==> src/pbwp_pkg.sv <==
// pbwp_pkg: shared constants and state encoding for the packet byte/word
// packer. Assumes 16-bit storage words and byte-wide packet streams.
package pbwp_pkg;

   // ----------------------------------------------------------------------
   // widths and fill values
   // ----------------------------------------------------------------------
   localparam int WORD_W = 16;
   localparam int BYTE_W = 8;
   localparam logic [7:0] PAD_BYTE = 8'h00;
   localparam logic [15:0] WORD_RST = 16'h0000;
   localparam logic [7:0] BYTE_RST = 8'h00;
   // data follows the length word by this many words in variable mode
   localparam logic [15:0] LEN_HDR_WORDS = 16'h0001;

   // ----------------------------------------------------------------------
   // controller states, gray code in the order listed
   // ----------------------------------------------------------------------
   typedef enum logic [3:0] {
      S_IDLE = 4'h0,
      S_LREQ = 4'h1,
      S_LDAT = 4'h3,
      S_RREQ = 4'h2,
      S_RDAT = 4'h6,
      S_TX   = 4'h7,
      S_DONE = 4'h5,
      S_RX   = 4'h4,
      S_LEN  = 4'hC
   } pbwp_state_e;

endpackage

==> src/pbwp_packer.sv <==
// pbwp_packer: moves raw packet bytes between a byte stream and word storage.
// Assumes a registered word memory on mclk: mem_rdata is valid in the cycle
// after mem_re is high; a write takes effect on the edge mem_we is high.
`timescale 1ns/1ps
`default_nettype none

module pbwp_packer #(
   parameter int AW = 16
) (
   input wire logic mclk,
   input wire logic resetn,
   input wire logic [AW-1:0] cfg_base_addr,
   input wire logic cfg_variable,
   input wire logic cfg_byte_only,
   input wire logic cfg_swap,
   input wire logic [15:0] cfg_fixed_len,
   input wire logic [15:0] cfg_max_len,
   input wire logic start_send,
   input wire logic start_recv,
   output logic busy,
   output logic done,
   output logic mem_re,
   output logic mem_we,
   output logic [AW-1:0] mem_addr,
   output logic [15:0] mem_wdata,
   input wire logic [15:0] mem_rdata,
   output logic tx_valid,
   output logic [7:0] tx_data,
   input wire logic tx_ready,
   input wire logic rx_valid,
   input wire logic [7:0] rx_data,
   input wire logic rx_last,
   output logic rx_ready
);

   // ----------------------------------------------------------------------
   // reset release
   // ----------------------------------------------------------------------
   logic rst_s1_q, rst_n_q;
   always_ff @(posedge mclk or negedge resetn) begin
      if (!resetn) begin
         rst_s1_q <= 1'b0;
         rst_n_q <= 1'b0;
      end else begin
         rst_s1_q <= 1'b1;
         rst_n_q <= rst_s1_q;
      end
   end

   // ----------------------------------------------------------------------
   // state and datapath
   // ----------------------------------------------------------------------
   pbwp_pkg::pbwp_state_e state_q;
   logic [AW-1:0] base_q, waddr_q;
   logic [15:0] len_q, cnt_q, buf_q;
   logic [7:0] first_q;
   logic half_q, var_q, byte_only_q, swap_q, len_wr_q, pad_q;
   logic busy_q, done_q, re_q, we_q, txv_q, rxr_q;
   logic [AW-1:0] addr_q;
   logic [15:0] wdata_q;
   logic [7:0] txd_q;

   logic rx_acc, keep, fin, pad_now;
   logic [7:0] pad_src;
   assign rx_acc = rx_valid && rxr_q;
   assign keep = cnt_q < len_q;   // len_q holds the store limit on receive
   assign fin = var_q ? rx_last : (keep && (cnt_q + 16'h0001 == len_q));
   assign pad_now = fin && !byte_only_q && (keep ? !half_q : half_q);
   assign pad_src = keep ? rx_data : first_q;

   // pick the byte that leaves first or second from a stored word
   function automatic logic [7:0] pick(input logic [15:0] w,
                                       input logic upper);
      pick = upper ? w[15:8] : w[7:0];
   endfunction

   // pair two stream bytes into a word in arrival order
   function automatic logic [15:0] pair(input logic [7:0] early,
                                        input logic [7:0] late,
                                        input logic swap);
      pair = swap ? {early, late} : {late, early};
   endfunction

   always_ff @(posedge mclk or negedge rst_n_q) begin
      if (!rst_n_q) begin
         state_q <= pbwp_pkg::S_IDLE;
         base_q <= '0;
         waddr_q <= '0;
         len_q <= pbwp_pkg::WORD_RST;
         cnt_q <= pbwp_pkg::WORD_RST;
         buf_q <= pbwp_pkg::WORD_RST;
         first_q <= pbwp_pkg::BYTE_RST;
         half_q <= 1'b0;
         var_q <= 1'b0;
         byte_only_q <= 1'b0;
         swap_q <= 1'b0;
         len_wr_q <= 1'b0;
         pad_q <= 1'b0;
         busy_q <= 1'b0;
         done_q <= 1'b0;
         re_q <= 1'b0;
         we_q <= 1'b0;
         txv_q <= 1'b0;
         rxr_q <= 1'b0;
         addr_q <= '0;
         wdata_q <= pbwp_pkg::WORD_RST;
         txd_q <= pbwp_pkg::BYTE_RST;
      end else begin
         re_q <= 1'b0;
         we_q <= 1'b0;
         done_q <= 1'b0;
         len_wr_q <= 1'b0;
         pad_q <= 1'b0;
         unique case (state_q)
            pbwp_pkg::S_IDLE: begin
               base_q <= cfg_base_addr;
               var_q <= cfg_variable;
               byte_only_q <= cfg_byte_only;
               swap_q <= cfg_swap;
               cnt_q <= pbwp_pkg::WORD_RST;
               half_q <= 1'b0;
               addr_q <= cfg_base_addr;
               if (start_send) begin
                  busy_q <= 1'b1;
                  len_q <= cfg_fixed_len;
                  re_q <= cfg_variable || (cfg_fixed_len != 16'h0000);
                  if (cfg_variable)
                     state_q <= pbwp_pkg::S_LREQ;
                  else if (cfg_fixed_len == 16'h0000)
                     state_q <= pbwp_pkg::S_DONE;
                  else
                     state_q <= pbwp_pkg::S_RREQ;
               end else if (start_recv) begin
                  busy_q <= 1'b1;
                  len_q <= cfg_variable ? cfg_max_len : cfg_fixed_len;
                  // data follows the length word in variable mode
                  waddr_q <= cfg_variable ?
                     cfg_base_addr + AW'(pbwp_pkg::LEN_HDR_WORDS) :
                     cfg_base_addr;
                  if (!cfg_variable && cfg_fixed_len == 16'h0000) begin
                     state_q <= pbwp_pkg::S_DONE;
                  end else begin
                     rxr_q <= 1'b1;
                     state_q <= pbwp_pkg::S_RX;
                  end
               end
            end
            pbwp_pkg::S_LREQ: state_q <= pbwp_pkg::S_LDAT;
            pbwp_pkg::S_LDAT: begin
               len_q <= mem_rdata;   // byte count
               if (mem_rdata == 16'h0000) begin
                  state_q <= pbwp_pkg::S_DONE;
               end else begin
                  re_q <= 1'b1;
                  addr_q <= base_q + AW'(pbwp_pkg::LEN_HDR_WORDS);
                  state_q <= pbwp_pkg::S_RREQ;
               end
            end
            pbwp_pkg::S_RREQ: state_q <= pbwp_pkg::S_RDAT;
            pbwp_pkg::S_RDAT: begin
               buf_q <= mem_rdata;
               txd_q <= pick(mem_rdata, swap_q && !byte_only_q);
               txv_q <= 1'b1;
               half_q <= 1'b0;
               state_q <= pbwp_pkg::S_TX;
            end
            pbwp_pkg::S_TX: begin
               if (tx_ready) begin
                  cnt_q <= cnt_q + 16'h0001;
                  if (cnt_q + 16'h0001 == len_q) begin
                     // odd tail: second half never leaves
                     txv_q <= 1'b0;
                     state_q <= pbwp_pkg::S_DONE;
                  end else if (!byte_only_q && !half_q) begin
                     txd_q <= pick(buf_q, !swap_q);
                     half_q <= 1'b1;
                  end else begin
                     // one-byte mode takes the next word per byte
                     txv_q <= 1'b0;
                     re_q <= 1'b1;
                     addr_q <= addr_q + AW'(1);
                     state_q <= pbwp_pkg::S_RREQ;
                  end
               end
            end
            pbwp_pkg::S_RX: begin
               if (rx_acc) begin
                  if (keep)
                     cnt_q <= cnt_q + 16'h0001;   // excess dropped
                  if (pad_now) begin
                     we_q <= 1'b1;
                     pad_q <= 1'b1;
                     addr_q <= waddr_q;
                     wdata_q <= pair(pad_src, pbwp_pkg::PAD_BYTE,
                                     swap_q);
                  end else if (keep && byte_only_q) begin
                     we_q <= 1'b1;
                     addr_q <= waddr_q;
                     waddr_q <= waddr_q + AW'(1);
                     wdata_q <= {pbwp_pkg::PAD_BYTE, rx_data};
                  end else if (keep && half_q) begin
                     we_q <= 1'b1;
                     addr_q <= waddr_q;
                     waddr_q <= waddr_q + AW'(1);
                     half_q <= 1'b0;
                     wdata_q <= pair(first_q, rx_data, swap_q);
                  end else if (keep) begin
                     first_q <= rx_data;
                     half_q <= 1'b1;
                  end
                  if (fin) begin
                     rxr_q <= 1'b0;
                     state_q <= var_q ? pbwp_pkg::S_LEN : pbwp_pkg::S_DONE;
                  end
               end
            end
            pbwp_pkg::S_LEN: begin
               we_q <= 1'b1;
               len_wr_q <= 1'b1;
               addr_q <= base_q;
               wdata_q <= cnt_q;          // stored bytes
               state_q <= pbwp_pkg::S_DONE;
            end
            pbwp_pkg::S_DONE: begin
               // truncation is not an error
               done_q <= 1'b1;
               busy_q <= 1'b0;
               state_q <= pbwp_pkg::S_IDLE;
            end
            default: state_q <= pbwp_pkg::S_IDLE;
         endcase
      end
   end

   assign busy = busy_q;
   assign done = done_q;
   assign mem_re = re_q;
   assign mem_we = we_q;
   assign mem_addr = addr_q;
   assign mem_wdata = wdata_q;
   assign tx_valid = txv_q;
   assign tx_data = txd_q;
   assign rx_ready = rxr_q;

   // ----------------------------------------------------------------------
   // checks
   // ----------------------------------------------------------------------
   logic [AW-1:0] data_base;
   logic [15:0] woff;
   assign data_base = base_q + AW'(var_q);
   assign woff = byte_only_q ? cnt_q - 16'h0001 :
                 ((cnt_q + 16'h0001) >> 1) - 16'h0001;

   a_fixed_base: assert property (@(posedge mclk) disable iff (!rst_n_q)
      (state_q == pbwp_pkg::S_IDLE && start_send && !cfg_variable &&
       cfg_fixed_len != 16'h0000)
      |=> re_q && addr_q == $past(cfg_base_addr))
      else $error("fixed send did not start at base word");
   a_len_word_base: assert property (@(posedge mclk) disable iff (!rst_n_q)
      state_q == pbwp_pkg::S_LEN |=> we_q && addr_q == base_q)
      else $error("length word not written at base");
   a_len_in_bytes: assert property (@(posedge mclk) disable iff (!rst_n_q)
      state_q == pbwp_pkg::S_LEN |=> wdata_q == $past(cnt_q))
      else $error("length word is not the byte count");
   a_low_byte_only: assert property (@(posedge mclk) disable iff (!rst_n_q)
      we_q && byte_only_q && !len_wr_q |-> wdata_q[15:8] == 8'h00)
      else $error("one-byte mode wrote upper byte");
   a_pad_zero: assert property (@(posedge mclk) disable iff (!rst_n_q)
      pad_q |-> (swap_q ? wdata_q[7:0] : wdata_q[15:8]) == 8'h00)
      else $error("odd tail not zero padded");
   a_trunc_limit: assert property (@(posedge mclk) disable iff (!rst_n_q)
      state_q == pbwp_pkg::S_RX |-> cnt_q <= len_q)
      else $error("stored past maximum length");
   a_send_bound: assert property (@(posedge mclk) disable iff (!rst_n_q)
      state_q == pbwp_pkg::S_TX |-> cnt_q < len_q && txv_q)
      else $error("sent more bytes than field length");
   a_pair_second: assert property (@(posedge mclk) disable iff (!rst_n_q)
      (state_q == pbwp_pkg::S_TX && tx_ready && !byte_only_q && !half_q &&
       cnt_q + 16'h0001 != len_q)
      |=> txv_q && txd_q == (swap_q ? $past(buf_q[7:0]) :
                             $past(buf_q[15:8])))
      else $error("second byte of word not sent next");
   a_first_byte: assert property (@(posedge mclk) disable iff (!rst_n_q)
      state_q == pbwp_pkg::S_RDAT && !byte_only_q
      |=> txd_q == (swap_q ? $past(mem_rdata[15:8]) :
                    $past(mem_rdata[7:0])))
      else $error("first byte taken from wrong half");
   a_packed_addr: assert property (@(posedge mclk) disable iff (!rst_n_q)
      we_q && !len_wr_q && !byte_only_q
      |-> addr_q == data_base + AW'(woff))
      else $error("packed word at wrong address");
   a_byte_addr: assert property (@(posedge mclk) disable iff (!rst_n_q)
      we_q && !len_wr_q && byte_only_q
      |-> addr_q == data_base + AW'(woff))
      else $error("byte word at wrong address");

endmodule

`default_nettype wire

==> config.mk <==
export PLATFORM = sky130hd
export DESIGN_NAME = pbwp_packer
export DESIGN_NICKNAME = d
export VERILOG_FILES = /design/src/pbwp_pkg.sv /design/src/pbwp_packer.sv
export SDC_FILE = /design/constraint.sdc
export NUM_CORES = 1
export LEC_CHECK = 0
export ABC_AREA = 1
export BUFFER_PORTS_ARGS = -buffer_cell sky130_fd_sc_hd__buf_2
export CORE_ASPECT_RATIO = 1.25
export CORE_UTILIZATION = 31
export CTS_BUF_LIST = sky130_fd_sc_hd__clkbuf_8
export DETAILED_ROUTE_END_ITERATION = 8
export SLEW_MARGIN = 5
export SYNTH_ARGS = -nofsm -noshare
export SYNTH_HDL_FRONTEND = slang
export SYNTH_SLANG_ARGS = --single-unit
export TNS_END_PERCENT = 5
==> constraint.sdc <==
create_clock -name mclk -period 4.9 [get_ports mclk]
set_clock_uncertainty 0.1 [all_clocks]
set_input_delay 0.98 -clock mclk [delete_from_list [all_inputs] [get_ports mclk]]
set_output_delay 0.98 -clock mclk [all_outputs]
set_load 0.01 [all_outputs]
After elaboration in Yosys (flattened, before gate mapping)

Cells that the tools add are included.

Input bits: 82
Word-level logic and storage cells: 184
Register bits: 144
Output and inout bits: 46

Bitwise gates (word level): 3
Add/sub/neg operators: 5
Muxes and demuxes: 88
Magnitude comparators: 1
Reduce and logical (&&, ||, !) cells: 38
Equal/unequal tests: 27

Operators by type and width:

| cell                                                | number |
|---|---|
| 2-to-1 mux 16 bit                                   | 27 |
| case mux 16 bit (2 select lines)                    | 3 |
| adder 16 x 1 -> 16 bit, second input constant       | 5 |
| case mux 16 bit (5 select lines)                    | 1 |
| 2-to-1 mux 8 bit                                    | 6 |
| case mux 16 bit (3 select lines)                    | 1 |
| zero test 16 bit                                    | 2 |
| 2-to-1 mux 4 bit                                    | 8 |
| case mux 4 bit (8 select lines)                     | 1 |
| 2-to-1 mux 1 bit                                    | 31 |
| inequality test 2 bit, second input constant        | 13 |
| equality test 16 bit                                | 1 |
| equality test 4 x 3 -> 1 bit, second input constant | 4 |
| < comparator 16 bit                                 | 1 |
| case mux 8 bit (2 select lines)                     | 1 |
| nonzero test 16 bit                                 | 1 |
| inequality test 3 bit, second input constant        | 4 |
| AND reduction 6 bit                                 | 2 |
| AND reduction 5 bit                                 | 2 |
| nonzero test 2 bit                                  | 5 |
| logical AND 1 bit                                   | 9 |
| 2-to-1 mux 3 bit                                    | 3 |
| equality test 4 x 2 -> 1 bit, second input constant | 2 |
| case mux 1 bit (2 select lines)                     | 4 |
| other kinds (16)                                    | 25 |

Longest topological paths before layout

Gate-level depths: netlist (run 1).

Word-level depth: 9
Gate-level depth with buffers: 21
Mapped depth without buffers: 20

Worst setup path before layout (run 1)

OpenSTA, ideal clock, no wires.

Kind: reg2reg
Start point: register cnt_q[3]
End point: register addr_q[1], in the netlist mem_addr[1]
Stages on the path, launching flop included: 19
Library setup time: 0.128 ns
Arrival time: 2.920 ns
Slack: 1.752 ns
Path buffers: 4
Clock period less this slack: 3.148 ns
Path through: dfrtp_1 > ha_1 > a21oi_1 > o21ai_0 > nand2_1 > o211ai_1 > a21oi_1 > clkbuf_1 > clkbuf_1 > ha_1 > inv_1 > nor2_2 > nand3_4 > nand2_4 > buf_6 > nand2_4 > buf_6 > nand2_2 > o21ai_2

Cells in the longest elaborated chain, start to end: 9
Elaborated cells between the ends (all ways): 17
Classes of those cells: add/sub: 1; order compare: 1; eq/ne: 3; mux: 6; reduce/logical: 6

RTL lines:

| item                             | line                                  | text |
|---|---|---|
| from (decl)                      | pbwp_packer.sv:55                     | `logic [15:0] len_q, cnt_q, buf_q;` |
| from (signal assigned)           | pbwp_packer.sv:90                     | `cnt_q <= pbwp_pkg::WORD_RST;` |
| from (signal assigned)           | pbwp_packer.sv:120                    | `cnt_q <= pbwp_pkg::WORD_RST;` |
| from (signal assigned)           | pbwp_packer.sv:169                    | `cnt_q <= cnt_q + 16'h0001;` |
| adder 16 x 1 -> 16 bit           | n/a                                   |  |
| equality test 16 bit             | pbwp_packer.sv:67, pbwp_packer.sv:170 |  |
| logical AND 1 bit                | pbwp_packer.sv:67                     | `assign fin = var_q ? rx_last : (keep && (cnt_q + 16'h0001 == len_q));` |
| 2-to-1 mux 1 bit                 | pbwp_packer.sv:67                     |  |
| logical AND 1 bit (2 in a row)   | pbwp_packer.sv:68                     | `assign pad_now = fin && !byte_only_q && (keep ? !half_q : half_q);` |
| 2-to-1 mux 16 bit                | pbwp_packer.sv:190                    | `if (pad_now) begin` |
| 2-to-1 mux 16 bit                | pbwp_packer.sv:187                    | `if (rx_acc) begin` |
| case mux 16 bit (5 select lines) | pbwp_packer.sv:114                    | `unique case (state_q)` |
| to (signal assigned)             | pbwp_packer.sv:122                    | `addr_q <= cfg_base_addr;` |
| to (signal assigned)             | pbwp_packer.sv:193                    | `addr_q <= waddr_q;` |
| to (signal assigned)             | pbwp_packer.sv:198                    | `addr_q <= waddr_q;` |
| to (decl)                        | pbwp_packer.sv:59                     | `logic [AW-1:0] addr_q;` |

Several ways; a longest one is shown, not always the timed one. The select of a mux whose other input is x is not followed.
A chain may end at the register's enable or synchronous reset.

Worst setup path in the final report (run 1)

Start point: register cnt_q[3]
End point: register wdata_q[2], in the netlist mem_wdata[2]

Cells in the longest elaborated chain, start to end: 9
Elaborated cells between the ends (all ways): 18
Classes of those cells: add/sub: 1; order compare: 1; eq/ne: 2; mux: 8; reduce/logical: 6

RTL lines:

| item                             | line               | text |
|---|---|---|
| adder 16 x 1 -> 16 bit           | n/a                |  |
| equality test 16 bit             | pbwp_packer.sv:67  |  |
| logical AND 1 bit                | pbwp_packer.sv:67  |  |
| 2-to-1 mux 1 bit                 | pbwp_packer.sv:67  |  |
| logical AND 1 bit (2 in a row)   | pbwp_packer.sv:68  |  |
| 2-to-1 mux 16 bit                | pbwp_packer.sv:190 |  |
| 2-to-1 mux 16 bit                | pbwp_packer.sv:187 |  |
| case mux 16 bit (2 select lines) | pbwp_packer.sv:114 |  |
| to (signal assigned)             | pbwp_packer.sv:194 | `wdata_q <= pair(pad_src, pbwp_pkg::PAD_BYTE,` |
| to (signal assigned)             | pbwp_packer.sv:200 | `wdata_q <= {pbwp_pkg::PAD_BYTE, rx_data};` |
| to (signal assigned)             | pbwp_packer.sv:206 | `wdata_q <= pair(first_q, rx_data, swap_q);` |
| to (decl)                        | pbwp_packer.sv:60  | `logic [15:0] wdata_q;` |

Several ways; a longest one is shown, not always the timed one. The select of a mux whose other input is x is not followed.

==> flow_summary_export.csv, run 1 <==
group,metric,value,unit
timing,slew_violations,0,
place,dp.cells,1999,
clock_network,postCtsSetupBuffers,0,
timing,post-route-period-util,71.8,%
clock_network,ctsResizeCount,0,
yosys,ys.flop_type,"dfrtp_1",
floorplanning,dieArea,33000,sq um
clock_network,numCtsBuffers,17,
yosys,yosys_warnings,0,
clock_network,ctsHoldBuffers,0,
cells_and_area,layout.nets,1709,
routing,dr_wl_met2,17.3,mm
cells_and_area,fillers,3517,
timing,finalSetupTns,0,ns
timing,grt_setup_unrepaired,"false",
timing,hold_viol_final,0,
clock_network,cts.clk_slew.worst_paths,0.08,ns
run,max_cap_violations,0,
timing,setup_viol,0,
yosys,netlist_area,10000,sq um
power_and_ir_drop,powerDensity,592,nW/um^2
setup_path,slowest_delay,0.51,ns
routing,routedWlPerCell,17.0,microns
power_and_ir_drop,ir_drop,0.303,mV
place,place_ws,1.41,ns
floorplanning,core_area,31800,sq um
setup_path,crit_fanout,33,
yosys,syn_avg_cell_area,6.64,sq um
routing,drt-vias-per-instance,5.10,
routing,met3_length,1.78,mm
place,dp_hpwl,26.4,mm
routing,wl_met1,14.5,mm
timing,period_needed,3.52,ns
routing,drtIter0Drc,703,
cells_and_area,register_area,3610,sq um
min_path,hp-class,"primary input to async pin",
setup_path,crit_path_frequent_cell,"nand2_1",
setup_path,critPathLaunchType,"register",
clock_network,worstSkewPairLatency,0.48,ns
routing,drt_wl_total,34.5,mm
routing,drt.antenna.violating_nets,0,
timing,setup_ws,1.38,ns
timing,fin_hold_ws,0.181,ns
floorplanning,fp-row-count,73,
clock_network,cts.sinks,144,
yosys,synth_cells,1508,
clock_network,cts-htree-levels,4,
yosys,synth_seq_cells,144,
timing,fmax,284,MHz
grt,grt_pass1_wl,54.8,mm
routing,vias,10400,
yosys,syn_nets,1611,
routing,drc,0,
grt,grt_pass1_vias,10100,
setup_path,ff2ff_setup_slack,1.38,ns
setup_path,critPathArrivalTime,3.83,ns
timing,slew_headroom,29.2,%
timing,worst_pin_slew,1.06,ns
setup_path,critical_path.slowest_cell,"dfrtp_1",
grt,antenna_found_initial,0,
setup_path,required,5.21,ns
status,status,"completed",
grt,grt_max_degree,70,
cells_and_area,stdcell_count,2032,
cells_and_area,drive_above_1_share,13.2,%
cells_and_area,layout_common_cells,"461 x nand2_1, 174 x inv_1, 156 x o21ai_0",
place,gp_congestion,0.938,
grt,grt.overflow.total,0,
setup_path,worstSetupEndpointType,"register",
floorplanning,pin_count,128,
floorplanning,start_util,31.5,%
place,numPortBuffers,127,
floorplanning,die_y,203,microns
clock_network,cts_tree,"done",
setup_path,cp_cell_sequence,"ha_1 > nand2_1 > o21ai_0 > nand2_1 > o211ai_1 > a21oi_1 > buf_4 > ha_1 > inv_1 > nor2_2 > buf_4 > nand3_4 > nand2_4 > nand2_2 > nor2_1 > nand2_1 > nand2_1",
clock_network,cts-root-buf,"clkbuf_8",
routing,highest_layer,"met4",
cells_and_area,final_util,35.9,%
yosys,synth.distinct_cells,49,
routing,dr.pass1.iters,7,
yosys,async_flop_share,100,%
cells_and_area,final_common_cell,"nand2_1",
cells_and_area,syn2layout_area_growth,13.8,%
yosys,ys_seq_area_share,36.0,%
setup_path,worstSetupPathType,"register to register",
floorplanning,die_w,163,microns
yosys,synth-edff-count,0,
grt,track_usage,21.5,%
power_and_ir_drop,p_leak,5.80,nW
cells_and_area,multi_input_area,5440,sq um
clock_network,cts_buffer_depth,2,
kinds of logic after synthesis:
kind of cell	after synthesis	synth area share (%)
other	1	0.0374
adder cells (fa/ha/maj)	21	2.62
buffers and inverters	243	9.69
AO/OA/AOI/OAI	267	15.1
flip-flops	144	36.0
AND/OR/NAND/NOR	817	35.1
XOR/XNOR	15	1.52
registers in the layout, summed over array words and instances (netlist names), 4 cells and up:
name,cells
base_q,16
buf_q,16
cnt_q,16
len_q,16
mem_addr,16
mem_wdata,16
waddr_q,16
first_q,8
tx_data,8
state_q,4
stage by stage:
| step | area, sq um | total power [mW] |
|---|---|---|
| 2_1_floorplan | 10000 | 4.71 |
| 3_3_place_gp | 11000 | 5.74 |
| 3_5_place_dp | 11000 | 5.78 |
| 4_1_cts | 11400 | 6.81 |
| 5_1_grt | 11400 | 7.41 |
| 6_report | 11400 | 6.75 |
synth_stat cells (10+ instances only):
master / instances / share of area [%]
xor2_1: 11 / 0.96
o21ai_0: 156 / 7.8
nor3_1: 17 / 0.85
clkbuf_1: 48 / 1.8
ha_1: 21 / 2.6
nand4_1: 34 / 2.1
o21ai_1: 17 / 0.85
nand3_1: 127 / 6.3
nor2_1: 131 / 4.9
inv_1: 171 / 6.4
o211ai_1: 30 / 2.2
a21oi_1: 30 / 1.5
nand2_1: 461 / 17
dfrtp_1: 144 / 36
nor4_1: 10 / 0.62
cell type report:
| class | count | share of cell area, % |
|---|---|---|
| Timing Repair Buffer | 142 | 6.56 |
| Sequential cell | 144 | 31.6 |
| Clock inverter | 11 | 1.01 |
| Tap cell | 412 | 4.52 |
| Antenna cell | 1 | 0.0220 |
| Clock buffer | 21 | 2.54 |
| Multi-Input combinational cell | 1121 | 47.8 |
| Inverter | 180 | 5.93 |
critical path: cells and delay by family (launching register included):
family,cells,cell delay (ns)
AOI/OAI and AO/OA,3,0.42
adders and majority gates,2,0.63
buffers and inverters,3,0.48
DFF,1,0.51
and+or+nand+nor,9,1.31
power breakdown:
part           switching [mW]  internal (mW)  leakage [nW]  total (mW)
combinational            2.48           1.16          3.78        3.64
clock                   0.498          0.502         0.216        1.00
sequential              0.392           1.72          1.80        2.11
total                    3.37           3.38          5.80        6.75
layer usage:
layer  vias up  track usage, %
met5         -               0
met4         0            8.54
met3        65            3.33
met2       336            37.5
met1      4839            26.2
li1       5130               -
path summary, 6_finish.rpt:
kind	from	end	cells after the start
worst max register to register	cnt_q[3]$_DFFE_PN0P_	mem_wdata[2]$_DFFE_PN0P_	17
worst min register to register	rst_s1_q$_DFF_PN0_	rst_n_q$_DFF_PN0_	0
min in group mclk	rst_s1_q$_DFF_PN0_	rst_n_q$_DFF_PN0_	0
worst min-delay path	resetn	rst_n_q$_DFF_PN0_	1
worst max-delay path	cnt_q[3]$_DFFE_PN0P_	mem_wdata[2]$_DFFE_PN0P_	17
max in group asynchronous	rst_n_q$_DFF_PN0_	base_q[15]$_DFFE_PN0P_	1
Note: power is estimated with default switching activity, not from simulation.
==> run 2, diff against run 1 <==
- clock period: 4.9 -> 3.55 ns (I/O delays scaled with it)
==> run 2 against run 1 <==
  * Cell count grew 0.54%
  * Total power grew 40%
  * Register-to-register slack lost 1.0 ns
  * Combinational power grew 42%
  * Sequential share of layout area shrank 0.30 points
  * Count of clock-buffer cells in the layout shrank 3
  * Via count grew 1.3%
==> flow_summary_export.csv, run 2 (synthesis gave the netlist of run 1 again) <==
group,metric,value,unit
status,status,"completed",
setup_path,worstSetupEndpointType,"register",
power_and_ir_drop,powerDensity,824,nW/um^2
routing,dr.pass1.iters,5,
timing,post-route-period-util,90.5,%
power_and_ir_drop,p_seq_share,30.7,%
clock_network,cts_tree,"done",
power_and_ir_drop,p_sw,4.79,mW
floorplanning,pin_count,128,
timing,period_needed,3.21,ns
clock_network,cts.sinks,144,
power_and_ir_drop,ir_drop,0.380,mV
timing,slew_headroom,35.1,%
setup_path,crit_fanout,26,
routing,drt.antenna.violating_nets,0,
routing,drtIter0Drc,766,
power_and_ir_drop,finalPower,9.48,mW
floorplanning,fp-row-count,73,
grt,grt_max_degree,116,
floorplanning,die_w,163,microns
routing,routedWlPerCell,17.1,microns
cells_and_area,final_common_cell,"nand2_1",
grt,track_usage,21.5,%
clock_network,worstSkewPairLatency,0.48,ns
clock_network,cts.clk_slew.worst_paths,0.10,ns
place,gp_congestion,0.922,
place,numPortBuffers,127,
routing,drt-vias-per-instance,5.14,
power_and_ir_drop,power.internal,4.69,mW
cells_and_area,final_util,36.2,%
timing,grt_setup_unrepaired,"false",
setup_path,worstSetupPathType,"register to register",
floorplanning,core_area,31800,sq um
clock_network,cts-root-buf,"clkbuf_8",
cells_and_area,syn2layout_area_growth,14.9,%
floorplanning,die_y,203,microns
timing,finalSetupTns,0,ns
routing,drc,0,
run,max_cap_violations,0,
timing,setup_viol,0,
timing,fmax,311,MHz
setup_path,critPathArrivalTime,3.49,ns
cells_and_area,stdcell_count,2043,
routing,drt_wl_total,34.9,mm
timing,slew_violations,0,
clock_network,cts-htree-levels,4,
cells_and_area,drive_above_1_share,14.0,%
cells_and_area,fillers,3444,
power_and_ir_drop,comb_power_share,54.6,%
floorplanning,start_util,31.5,%
grt,grt_pass1_vias,10000,
setup_path,required,3.83,ns
clock_network,cts_buffer_depth,2,
place,dp_hpwl,26.5,mm
grt,antenna_found_initial,1,
timing,fin_hold_ws,0.173,ns
min_path,hp-class,"register to async pin",
clock_network,numCtsBuffers,17,
power_and_ir_drop,p_clk_share,14.7,%
cells_and_area,layout_common_cells,"461 x nand2_1, 171 x inv_1, 156 x o21ai_0",
floorplanning,dieArea,33000,sq um
power_and_ir_drop,p_sw_share,50.5,%
routing,vias,10500,
power_and_ir_drop,p_leak,5.83,nW
grt,grt_pass1_wl,54.5,mm
cells_and_area,layout.nets,1720,
grt,grt.overflow.total,0,
timing,worst_pin_slew,0.971,ns
place,dp.cells,2009,
setup_path,critPathLaunchType,"register",
timing,hold_viol_final,0,
## run 2: changes by cell type in the layout (fill, tap and decap cells not counted), moves of 3 or more
cell,delta
buf_4,+9
inv_6,+4
clkbuf_8,-3
clkinvlp_4,+3
inv_1,-3
## run 2: final timing paths
kind	cells past startpoint	to	slack, ns	startpoint
setup / recovery	16	mem_addr[6]$_DFFE_PN0P_	0.34	state_q[1]$_DFFE_PN0P_
hold / removal	0	base_q[2]$_DFFE_PN0P_	0.17	rst_n_q$_DFF_PN0_
setup reg to reg	16	mem_addr[6]$_DFFE_PN0P_	0.34	state_q[1]$_DFFE_PN0P_
hold reg to reg	0	base_q[2]$_DFFE_PN0P_	0.17	rst_n_q$_DFF_PN0_
max in group asynchronous	1	first_q[6]$_DFFE_PN0P_	2.17	rst_n_q$_DFF_PN0_
min in group mclk	0	rst_n_q$_DFF_PN0_	0.26	rst_s1_q$_DFF_PN0_
## run 2: routing by layer
| metal | vias up | global-route usage [%] | wire (microns) |
|---|---|---|---|
| met1 | 4959 | 26.1 | 14400 |
| met4 | 0 | 9.31 | 1160 |
| met5 | - | 0 | 0 |
| met2 | 321 | 37.2 | 17600 |
| li1 | 5153 | - | - |
| met3 | 70 | 3.37 | 1690 |
## run 2: final cells by class
class,instances,area (sq um),area share (%)
multi-input cells,1121,5460,47.4
flip-flops and latches,144,3610,31.4
repair buffers,153,846,7.35
inverters,180,676,5.87
well taps,412,515,4.48
clock buffers,18,248,2.15
clock inverters,14,156,1.36
diodes,1,2.50,0.0217
## run 2: what timing repair did
| item | CTS | global route |
|---|---|---|
| hold endpoints to repair | 2 | 0 |
| gates resized for setup | 0 | 3 |
| setup buffers | 0 | 0 |
| hold buffers | 1 | 0 |
| setup endpoints to repair | 0 | 9 |
## run 2: power groups by stage
stage | sequential (mW) | combinational [mW] | clock [mW]
after CTS | 2.91 | 5.19 | 1.43
after global placement | 2.93 | 5.11 | 0
after detailed placement | 2.93 | 5.17 | 0
after global routing | 3.00 | 5.85 | 1.49
final | 2.91 | 5.17 | 1.40
after floorplan | 2.90 | 3.59 | 0
## run 2: through the flow
step	setup WS, ns	instance area, sq um
floorplan	0.402	10000
global placement	0.376	11100
detailed placement	0.312	11100
CTS	0.291	11500
global route	0.0832	11500
finish	0.336	11500
## run 2: worst max-delay path: stages, from the launching register on
cell and delay [ns]:
dfrtp_1 0.44, nand2_1 0.15, inv_1 0.06, nand2_1 0.13, buf_4 0.31, o21ai_0 0.24
inv_1 0.11, ha_1 0.17, nand2_1 0.08, nor2_1 0.27, nand2_1 0.17, nor2_2 0.23
nand2_1 0.10, nand3_1 0.18, o211ai_1 0.11, a21oi_1 0.20, o21ai_2 0.08
